[src/hw/otfs_map.svh]
`ifndef OTFS_MAP_SVH
`define OTFS_MAP_SVH

// ************************************************************
// Register byte offsets
// ************************************************************
`define OTFS_OFF_RUN_SEL 8'h00
`define OTFS_OFF_RELAY_SEL 8'h04
`define OTFS_OFF_SAFETY_SEL 8'h08
`define OTFS_OFF_REMOTE 8'h0c
`define OTFS_OFF_EXT_DISP 8'h10
`define OTFS_OFF_STATUS 8'h14
`define OTFS_OFF_MASK 8'h18
`define OTFS_OFF_LEVELS 8'h1c

// ************************************************************
// Reset values
// ************************************************************
`define OTFS_RST_RUN_SEL 16'h0000
`define OTFS_RST_RELAY_SEL 16'h0063
`define OTFS_RST_SAFETY_SEL 16'h0050
`define OTFS_RST_REMOTE 12'h000
`define OTFS_RST_EXT_DISP 16'h0000

// ************************************************************
// Function codes
// ************************************************************
`define OTFS_NEG_OFFSET 16'h0064
`define OTFS_CODE_NONE 16'h270f
`define OTFS_CODE_SECOND_SAFETY_MONITOR_OUT 7'h51
`define OTFS_CODE_REMOTE 7'h60
`define OTFS_CODE_RELAY_BAD 7'h5d

// ************************************************************
// Remote word bit positions
// ************************************************************
`define OTFS_REM_RUN 4'h0
`define OTFS_REM_RELAY 4'h5
`define OTFS_REM_SAFETY 4'h7

// ************************************************************
// Status bits
// ************************************************************
`define OTFS_ST_REFUSED 0
`define OTFS_ST_SAFE_FAULT 1

`endif

[src/hw/otfs_pkg.sv]
package otfs_pkg;

  typedef logic [15:0] otfs_code_t;
  typedef logic [11:0] otfs_remote_t;
  typedef logic [1:0] otfs_status_t;

  typedef enum logic [1:0] {
    OTFS_TERM_RUN = 2'h0,
    OTFS_TERM_RELAY = 2'h1,
    OTFS_TERM_SAFETY = 2'h2
  } otfs_term_e;

endpackage : otfs_pkg

[src/hw/otfs_top.sv]
`include "otfs_map.svh"

module otfs_top #(
  parameter int ADDR_W = 8
) (
  input wire logic aclk,
  input wire logic aresetn,
  input wire logic [ADDR_W-1:0] s_axi_awaddr,
  input wire logic s_axi_awvalid,
  output logic s_axi_awready,
  input wire logic [31:0] s_axi_wdata,
  input wire logic [3:0] s_axi_wstrb,
  input wire logic s_axi_wvalid,
  output logic s_axi_wready,
  output logic [1:0] s_axi_bresp,
  output logic s_axi_bvalid,
  input wire logic s_axi_bready,
  input wire logic [ADDR_W-1:0] s_axi_araddr,
  input wire logic s_axi_arvalid,
  output logic s_axi_arready,
  output logic [31:0] s_axi_rdata,
  output logic [1:0] s_axi_rresp,
  output logic s_axi_rvalid,
  input wire logic s_axi_rready,
  input wire logic [99:0] function_signals,
  input wire logic safety_circuit_fault,
  output logic run_terminal_out,
  output logic relay_changeover_terminal,
  output logic safety_terminal_out,
  output logic second_safety_monitor_out,
  output logic irq
);

  // ************************************************************
  // Code checks and terminal level
  // ************************************************************
  function automatic logic base_listed(input logic [6:0] b);
    logic ok;
    ok = 1'b0;
    // One table for all three terminals; per-terminal exceptions come after
    case (b)
      7'h00, 7'h01, 7'h03, 7'h04, 7'h07, 7'h08, 7'h19, 7'h1a, 7'h2e, 7'h2f, 7'h40, 7'h46,
      7'h50, 7'h51, 7'h5a, 7'h5b, 7'h5d, 7'h5f, 7'h60, 7'h62, 7'h63: ok = 1'b1;
      default: ok = (b >= 7'h0b) && (b <= 7'h10);
    endcase
    return ok;
  endfunction : base_listed

  function automatic logic [6:0] code_base(input otfs_pkg::otfs_code_t c);
    otfs_pkg::otfs_code_t t;
    t = (c >= `OTFS_NEG_OFFSET) ? c - `OTFS_NEG_OFFSET : c;
    return t[6:0];
  endfunction : code_base

  function automatic logic code_ok(input logic [1:0] term, input otfs_pkg::otfs_code_t c);
    logic ok;
    ok = 1'b0;
    // Codes from 200 up, other than 9999, fall through as refused
    if (c == `OTFS_CODE_NONE) begin
      ok = (term != otfs_pkg::OTFS_TERM_SAFETY);
    end else if (c < (`OTFS_NEG_OFFSET * 16'h0002)) begin
      ok = base_listed(code_base(c));
      if (term == otfs_pkg::OTFS_TERM_RELAY && code_base(c) == `OTFS_CODE_RELAY_BAD) begin
        ok = 1'b0;
      end
    end
    return ok;
  endfunction : code_ok

  function automatic logic term_level(input otfs_pkg::otfs_code_t c, input logic [99:0] sig,
                                      input logic rem);
    logic lvl;
    lvl = 1'b0;
    // Base 96 hands the terminal to the remote word; 9999 parks it low
    if (c != `OTFS_CODE_NONE) begin
      lvl = (code_base(c) == `OTFS_CODE_REMOTE) ? rem : sig[code_base(c)];
      lvl = lvl ^ (c >= `OTFS_NEG_OFFSET);
    end
    return lvl;
  endfunction : term_level

  // ************************************************************
  // Register bus slave
  // ************************************************************
  logic aw_held;
  logic w_held;
  logic [ADDR_W-1:0] aw_addr;
  logic [31:0] w_data;
  logic [3:0] w_strb;
  logic do_wr;
  logic next_aw_held;
  logic next_w_held;
  logic next_bvalid;
  logic next_rvalid;

  assign do_wr = aw_held && w_held && !s_axi_bvalid;
  assign next_aw_held = aw_held ? !do_wr : (s_axi_awvalid && s_axi_awready);
  assign next_w_held = w_held ? !do_wr : (s_axi_wvalid && s_axi_wready);
  assign next_bvalid = s_axi_bvalid ? !s_axi_bready : do_wr;
  assign next_rvalid = s_axi_rvalid ? !s_axi_rready : (s_axi_arvalid && s_axi_arready);

  always_ff @(posedge aclk) begin
    if (!aresetn) begin
      aw_held <= 1'b0;
      w_held <= 1'b0;
      s_axi_awready <= 1'b0;
      s_axi_wready <= 1'b0;
      s_axi_bvalid <= 1'b0;
    end else begin
      aw_held <= next_aw_held;
      w_held <= next_w_held;
      // Ready drops while a response waits, so one write at a time
      s_axi_awready <= !next_aw_held && !next_bvalid;
      s_axi_wready <= !next_w_held && !next_bvalid;
      s_axi_bvalid <= next_bvalid;
    end
  end

  always_ff @(posedge aclk) begin
    if (!aresetn) begin
      aw_addr <= '0;
      w_data <= 32'h0000_0000;
      w_strb <= 4'h0;
    end else begin
      if (s_axi_awvalid && s_axi_awready) begin
        aw_addr <= s_axi_awaddr;
      end
      if (s_axi_wvalid && s_axi_wready) begin
        w_data <= s_axi_wdata;
        w_strb <= s_axi_wstrb;
      end
    end
  end

  // Holes past the last register answer SLVERR rather than aliasing
  function automatic logic mapped(input logic [ADDR_W-1:0] a);
    return (a[1:0] == 2'h0) && (a <= ADDR_W'(`OTFS_OFF_LEVELS));
  endfunction : mapped

  always_ff @(posedge aclk) begin
    if (!aresetn) begin
      s_axi_bresp <= 2'h0;
    end else if (do_wr) begin
      s_axi_bresp <= mapped(aw_addr) ? 2'h0 : 2'h2;
    end
  end

  function automatic otfs_pkg::otfs_code_t merge16(input otfs_pkg::otfs_code_t old,
                                                   input logic [31:0] d, input logic [3:0] s);
    return {s[1] ? d[15:8] : old[15:8], s[0] ? d[7:0] : old[7:0]};
  endfunction : merge16

  // ************************************************************
  // Configuration registers
  // ************************************************************
  otfs_pkg::otfs_code_t sel [3];
  otfs_pkg::otfs_code_t ext_disp;
  otfs_pkg::otfs_remote_t remote_word;
  otfs_pkg::otfs_status_t status;
  otfs_pkg::otfs_status_t mask;
  logic [2:0] sel_hit;
  logic [2:0] sel_refused;

  localparam otfs_pkg::otfs_code_t SEL_RST [3] = '{
    `OTFS_RST_RUN_SEL, `OTFS_RST_RELAY_SEL, `OTFS_RST_SAFETY_SEL};
  localparam logic [3:0] REM_BIT [3] = '{`OTFS_REM_RUN, `OTFS_REM_RELAY, `OTFS_REM_SAFETY};

  logic [2:0] term_q;
  logic [99:0] sig_all;

  // Code 81 follows the internal safety monitor, not the external vector
  always_comb begin
    sig_all = function_signals;
    sig_all[`OTFS_CODE_SECOND_SAFETY_MONITOR_OUT] = !safety_circuit_fault;
  end

  for (genvar i = 0; i < 3; i++) begin : g_term
    otfs_pkg::otfs_code_t wr_val;
    assign wr_val = merge16(sel[i], w_data, w_strb);
    assign sel_hit[i] = do_wr && (aw_addr == ADDR_W'(`OTFS_OFF_RUN_SEL + 8'(4 * i)));
    // Lock and bad codes both refuse; the old value is kept
    assign sel_refused[i] = sel_hit[i] &&
                            ((ext_disp != 16'h0000) || !code_ok(2'(i), wr_val));

    always_ff @(posedge aclk) begin
      if (!aresetn) begin
        sel[i] <= SEL_RST[i];
      end else if (sel_hit[i] && !sel_refused[i]) begin
        sel[i] <= wr_val;
      end
    end

    always_ff @(posedge aclk) begin
      if (!aresetn) begin
        term_q[i] <= 1'b0;
      end else begin
        term_q[i] <= term_level(sel[i], sig_all, remote_word[REM_BIT[i]]);
      end
    end
  end

  always_ff @(posedge aclk) begin
    if (!aresetn) begin
      ext_disp <= `OTFS_RST_EXT_DISP;
      remote_word <= `OTFS_RST_REMOTE;
      mask <= 2'h0;
    end else if (do_wr) begin
      // The display selection is never locked itself, or the lock could not be undone
      case (aw_addr)
        ADDR_W'(`OTFS_OFF_EXT_DISP): ext_disp <= merge16(ext_disp, w_data, w_strb);
        ADDR_W'(`OTFS_OFF_REMOTE): remote_word <= 12'(merge16(16'(remote_word), w_data, w_strb));
        ADDR_W'(`OTFS_OFF_MASK): mask <= w_strb[0] ? w_data[1:0] : mask;
        default: ;
      endcase
    end
  end

  // ************************************************************
  // Interrupt status
  // ************************************************************
  logic fault_q;
  otfs_pkg::otfs_status_t ev;
  otfs_pkg::otfs_status_t clr;

  assign ev[`OTFS_ST_REFUSED] = |sel_refused;
  // Edge based, so a fault that stays raised reports once
  assign ev[`OTFS_ST_SAFE_FAULT] = safety_circuit_fault && !fault_q;
  assign clr = (do_wr && aw_addr == ADDR_W'(`OTFS_OFF_STATUS) && w_strb[0]) ? w_data[1:0] : 2'h0;

  always_ff @(posedge aclk) begin
    if (!aresetn) begin
      fault_q <= 1'b0;
      status <= 2'h0;
      irq <= 1'b0;
    end else begin
      fault_q <= safety_circuit_fault;
      // A new event in the clearing cycle survives the clear
      status <= (status & ~clr) | ev;
      irq <= |(((status & ~clr) | ev) & mask);
    end
  end

  always_ff @(posedge aclk) begin
    if (!aresetn) begin
      second_safety_monitor_out <= 1'b0;
    end else begin
      // Registered so it lines up with the terminals, which lag by one cycle
      second_safety_monitor_out <= !safety_circuit_fault;
    end
  end

  assign run_terminal_out = term_q[otfs_pkg::OTFS_TERM_RUN];
  assign relay_changeover_terminal = term_q[otfs_pkg::OTFS_TERM_RELAY];
  assign safety_terminal_out = term_q[otfs_pkg::OTFS_TERM_SAFETY];

  // ************************************************************
  // Read channel
  // ************************************************************
  logic [31:0] rd_mux;

  // Decoded from the live address, which the master holds until arready
  always_comb begin
    case (s_axi_araddr)
      ADDR_W'(`OTFS_OFF_RUN_SEL): rd_mux = {16'h0000, sel[0]};
      ADDR_W'(`OTFS_OFF_RELAY_SEL): rd_mux = {16'h0000, sel[1]};
      ADDR_W'(`OTFS_OFF_SAFETY_SEL): rd_mux = {16'h0000, sel[2]};
      ADDR_W'(`OTFS_OFF_REMOTE): rd_mux = {20'h00000, remote_word};
      ADDR_W'(`OTFS_OFF_EXT_DISP): rd_mux = {16'h0000, ext_disp};
      ADDR_W'(`OTFS_OFF_STATUS): rd_mux = {30'h0, status};
      ADDR_W'(`OTFS_OFF_MASK): rd_mux = {30'h0, mask};
      ADDR_W'(`OTFS_OFF_LEVELS): rd_mux = {28'h0000000, second_safety_monitor_out, term_q};
      default: rd_mux = 32'h0000_0000;
    endcase
  end

  always_ff @(posedge aclk) begin
    if (!aresetn) begin
      s_axi_arready <= 1'b0;
      s_axi_rvalid <= 1'b0;
      s_axi_rdata <= 32'h0000_0000;
      s_axi_rresp <= 2'h0;
    end else begin
      s_axi_arready <= !next_rvalid;
      s_axi_rvalid <= next_rvalid;
      if (s_axi_arvalid && s_axi_arready) begin
        s_axi_rdata <= rd_mux;
        s_axi_rresp <= mapped(s_axi_araddr) ? 2'h0 : 2'h2;
      end
    end
  end

endmodule : otfs_top

[config.mk]
export PLATFORM = sky130hd
export DESIGN_NAME = otfs_top
export DESIGN_NICKNAME = d
export VERILOG_FILES = /design/src/hw/otfs_pkg.sv /design/src/hw/otfs_top.sv
export VERILOG_INCLUDE_DIRS = /design/src /design/src/hw
export SDC_FILE = /design/constraint.sdc
export NUM_CORES = 1
export LEC_CHECK = 0
export BUFFER_PORTS_ARGS = -buffer_cell sky130_fd_sc_hd__clkbuf_2
export CAP_MARGIN = 5
export CORE_MARGIN = 2
export CORE_UTILIZATION = 45
export DETAILED_ROUTE_END_ITERATION = 6
export PLACE_DENSITY = 0.74
export SLEW_MARGIN = 25
export SYNTH_ARGS = -nofsm -noshare
export SYNTH_HDL_FRONTEND = slang
export SYNTH_SLANG_ARGS = --single-unit
[constraint.sdc]
create_clock -name aclk -period 8.99 [get_ports aclk]
set_clock_uncertainty 0.2 [all_clocks]
set_input_delay 2.2475 -clock aclk [delete_from_list [all_inputs] [get_ports aclk]]
set_output_delay 2.2475 -clock aclk [all_outputs]
set_load 0.005 [all_outputs]
==> reports/metrics.cfg <==
[outcome]
run_status=finished, violations left
violations=design-rule violations

[clock_network]
post_cts_buffers=0
cts_max_level=4
cts_resized=0
ctsRootBufferMaster=clkbuf_16
clk_latency_ps=420
cts_buffer_depth=2
clock_sinks=137
clk_pin_slew_worst_paths_ps=60
numCtsBuffers=17
cts_tree=built
holdBufCountCts=0

[yosys]
synth.most_common_cell=nor2_1
ys_top_cells_by_count=nor2_1, mux2i_1, nand2_1, a21oi_1, dfxtp_1
synth-edff-count=48
synth_top_area_share_pct=14.2
syn_avg_cell_area_um2=8.61
synth-main-ff-cell=dfxtp_1
syn_area_um2=12500
synth-async-reset-ratio_pct=0
ys_warn_count=0
synth_cells=1452
ys_types=102
synth_area_leaders=dfxtp_1, mux2i_1, edfxtp_1, mux4_2, nor2_1
synth_seq_area_share_pct=25.8
ys_seq_elements=137
synth_top_area_cell=dfxtp_1

[placement]
port_buffers=167
dp_hpwl_um=31800
finalWeightedCongestion=0.980
placed_cells_incl_taps=1925

[detailed_routing]
drt_drc_violations_left=6
vias_per_cell=6.54
via_count=12800
ant_nets=0
dr_wl_met3_um=4490
drt-wirelength-per-cell_um=21.9
drt_wl_total_um=42800
met1_length_um=16600
firstDrtPassIters=7
drt_iter0_drc=1616
met2_length_um=19600
top_layer_used=met4

[setup_path]
critPathArrivalTime_ps=5410
cp-end-kind=flip-flop
path_class=reg -> reg
worstPathRequired_ps=8840
worstSetupStartpointType=flip-flop
r2r_setup_slack_ps=3420
reg2reg_depth=13
worstPathMaxFanout=32

[pwr]
p_total_w=0.00180
p_leak_nw=5.57
peakVddDrop_mv=0.162
p_per_area_nw_per_um2=127

[cells_and_area]
nNetsFinal=1744
nFillCells=2536
area_delta_synth_final_pct=12.7
diodes=0
drive_above_1_share_pct=20.6
final_cells=1958

[global_route]
grt_pass1_vias=11800
grt-ovfl-total=0
antenna_found_initial=0
grt_pass1_wl_um=65700
grt_max_degree=81
track_usage_pct=28.9

[sta]
fin_crit_sh_pct=61.9
finalSetupTns_ps=0
max_freq_ghz=0.180
finalMaxSlewViolations=0
tightest_slew_ps=1060
hold_viol_final=0
hold_ws_ps=254
fin_crit_ps=5570
relSlewSlack_pct=29.4
setup_viol_count_final=0
rsz0062_at_grt=no

[floorplan]
num_io_pins=206
die_h_um=171
floorplan.initialDensity_pct=45.4
num_rows=61
core_um2=27600
die_area_um2=29100
die_w_um=171

[job]
max_cap_violations=0

[worst_hold_path]
hold_path_class=reg -> reg
hold_depth=2

## flip-flops by register name, indices dropped and copies added, names as in the netlist, 2 cells and up
register and flops:
mask 2, w_data 16, sel 48, ext_disp 16
aw_addr 8, s_axi_rdata 16, w_strb 2, status 2
remote_word 12
## critical path, cell delays in order (launching register included)
cell and delay (ps):
dfxtp_2 770, buf_4 480, mux2i_1 670, inv_1 310, ha_1 270, nand3b_1 140, a31oi_1 400, and2_0 440
a211oi_1 100, o31ai_1 280, a21oi_1 110, o21ai_1 290, nand3_1 120, nand2_1 570
## layout make-up
class                   instances  area, µm²  share of cell area (%)
inverters                      35        131                   0.932
repair buffers                187        993                    7.05
well taps                     378        473                    3.35
clock buffers                  20        479                    3.40
multi-input cells            1189       8690                    61.6
clock inverters                12        110                   0.781
flip-flops and latches        137       3220                    22.9
## kinds of logic after synthesis
logic type / count (synthesis) / synth area share (%)
other cells: 1 / 0.0300
xor+xnor: 19 / 1.48
compound gates: 369 / 20.6
flops: 137 / 25.8
mux: 223 / 23.8
buf+inv: 159 / 5.94
simple gates: 527 / 20.7
fa+ha+maj: 17 / 1.70
## cell usage in the layout, fill, tap and decap left out, drive strengths merged, types with 8 or more instances in the layout
master,netlist,final
clkbuf,69,187
a21oi,109,109
ha,17,17
or4,10,10
a22oi,15,15
inv,33,38
xnor2,13,13
a211oi,43,43
mux2i,148,148
nor4,14,14
nor3b,12,12
nor2,159,159
and2,9,9
mux4,55,55
conb,1,34
nand4,14,14
and3,11,11
nand3,40,40
a221oi,10,10
o21ai,46,46
o31ai,13,13
nor3,50,50
nand2b,16,16
mux2,20,20
o211ai,12,12
a31oi,13,13
edfxtp,48,48
dfxtp,89,89
or3,17,17
or2,8,8
nand2,131,131
a311oi,12,12
nor2b,21,21
buf,55,20
## where the power goes
group | internal [W] | switching, W
Clock | 0.000416 | 0.000276
Combinational | 0.000168 | 0.000239
Sequential | 0.000664 | 0.0000313
Total | 0.00125 | 0.000547
## per-layer routing
layer  up-vias  track usage [%]
met2       901             47.1
met3       169             4.42
met5         -                0
li1       5725                -
met4         0             13.7
met1      6017             37.6
## through the flow
step                      util (%)  area (µm²)  setup WS (ps)
after global routing          51.2       14100           3000
after detailed placement      49.0       13500           3530
after floorplan                  -       12600           4340
final                         51.2       14100           3420
after CTS                     51.1       14100           3480
after global placement        48.9       13500           3560
## worst paths after layout
path                                              start                      end
worst max register to register   w_strb[0]$_SDFFE_PN0P_  sel[0][5]$_SDFFCE_PN0P_
worst min register to register  aw_addr[6]$_SDFFE_PN0P_  aw_addr[6]$_SDFFE_PN0P_
worst max-delay path             w_strb[0]$_SDFFE_PN0P_  sel[0][5]$_SDFFCE_PN0P_
worst min-delay path            aw_addr[6]$_SDFFE_PN0P_  aw_addr[6]$_SDFFE_PN0P_
No activity file was read; power rests on OpenSTA's default activity.
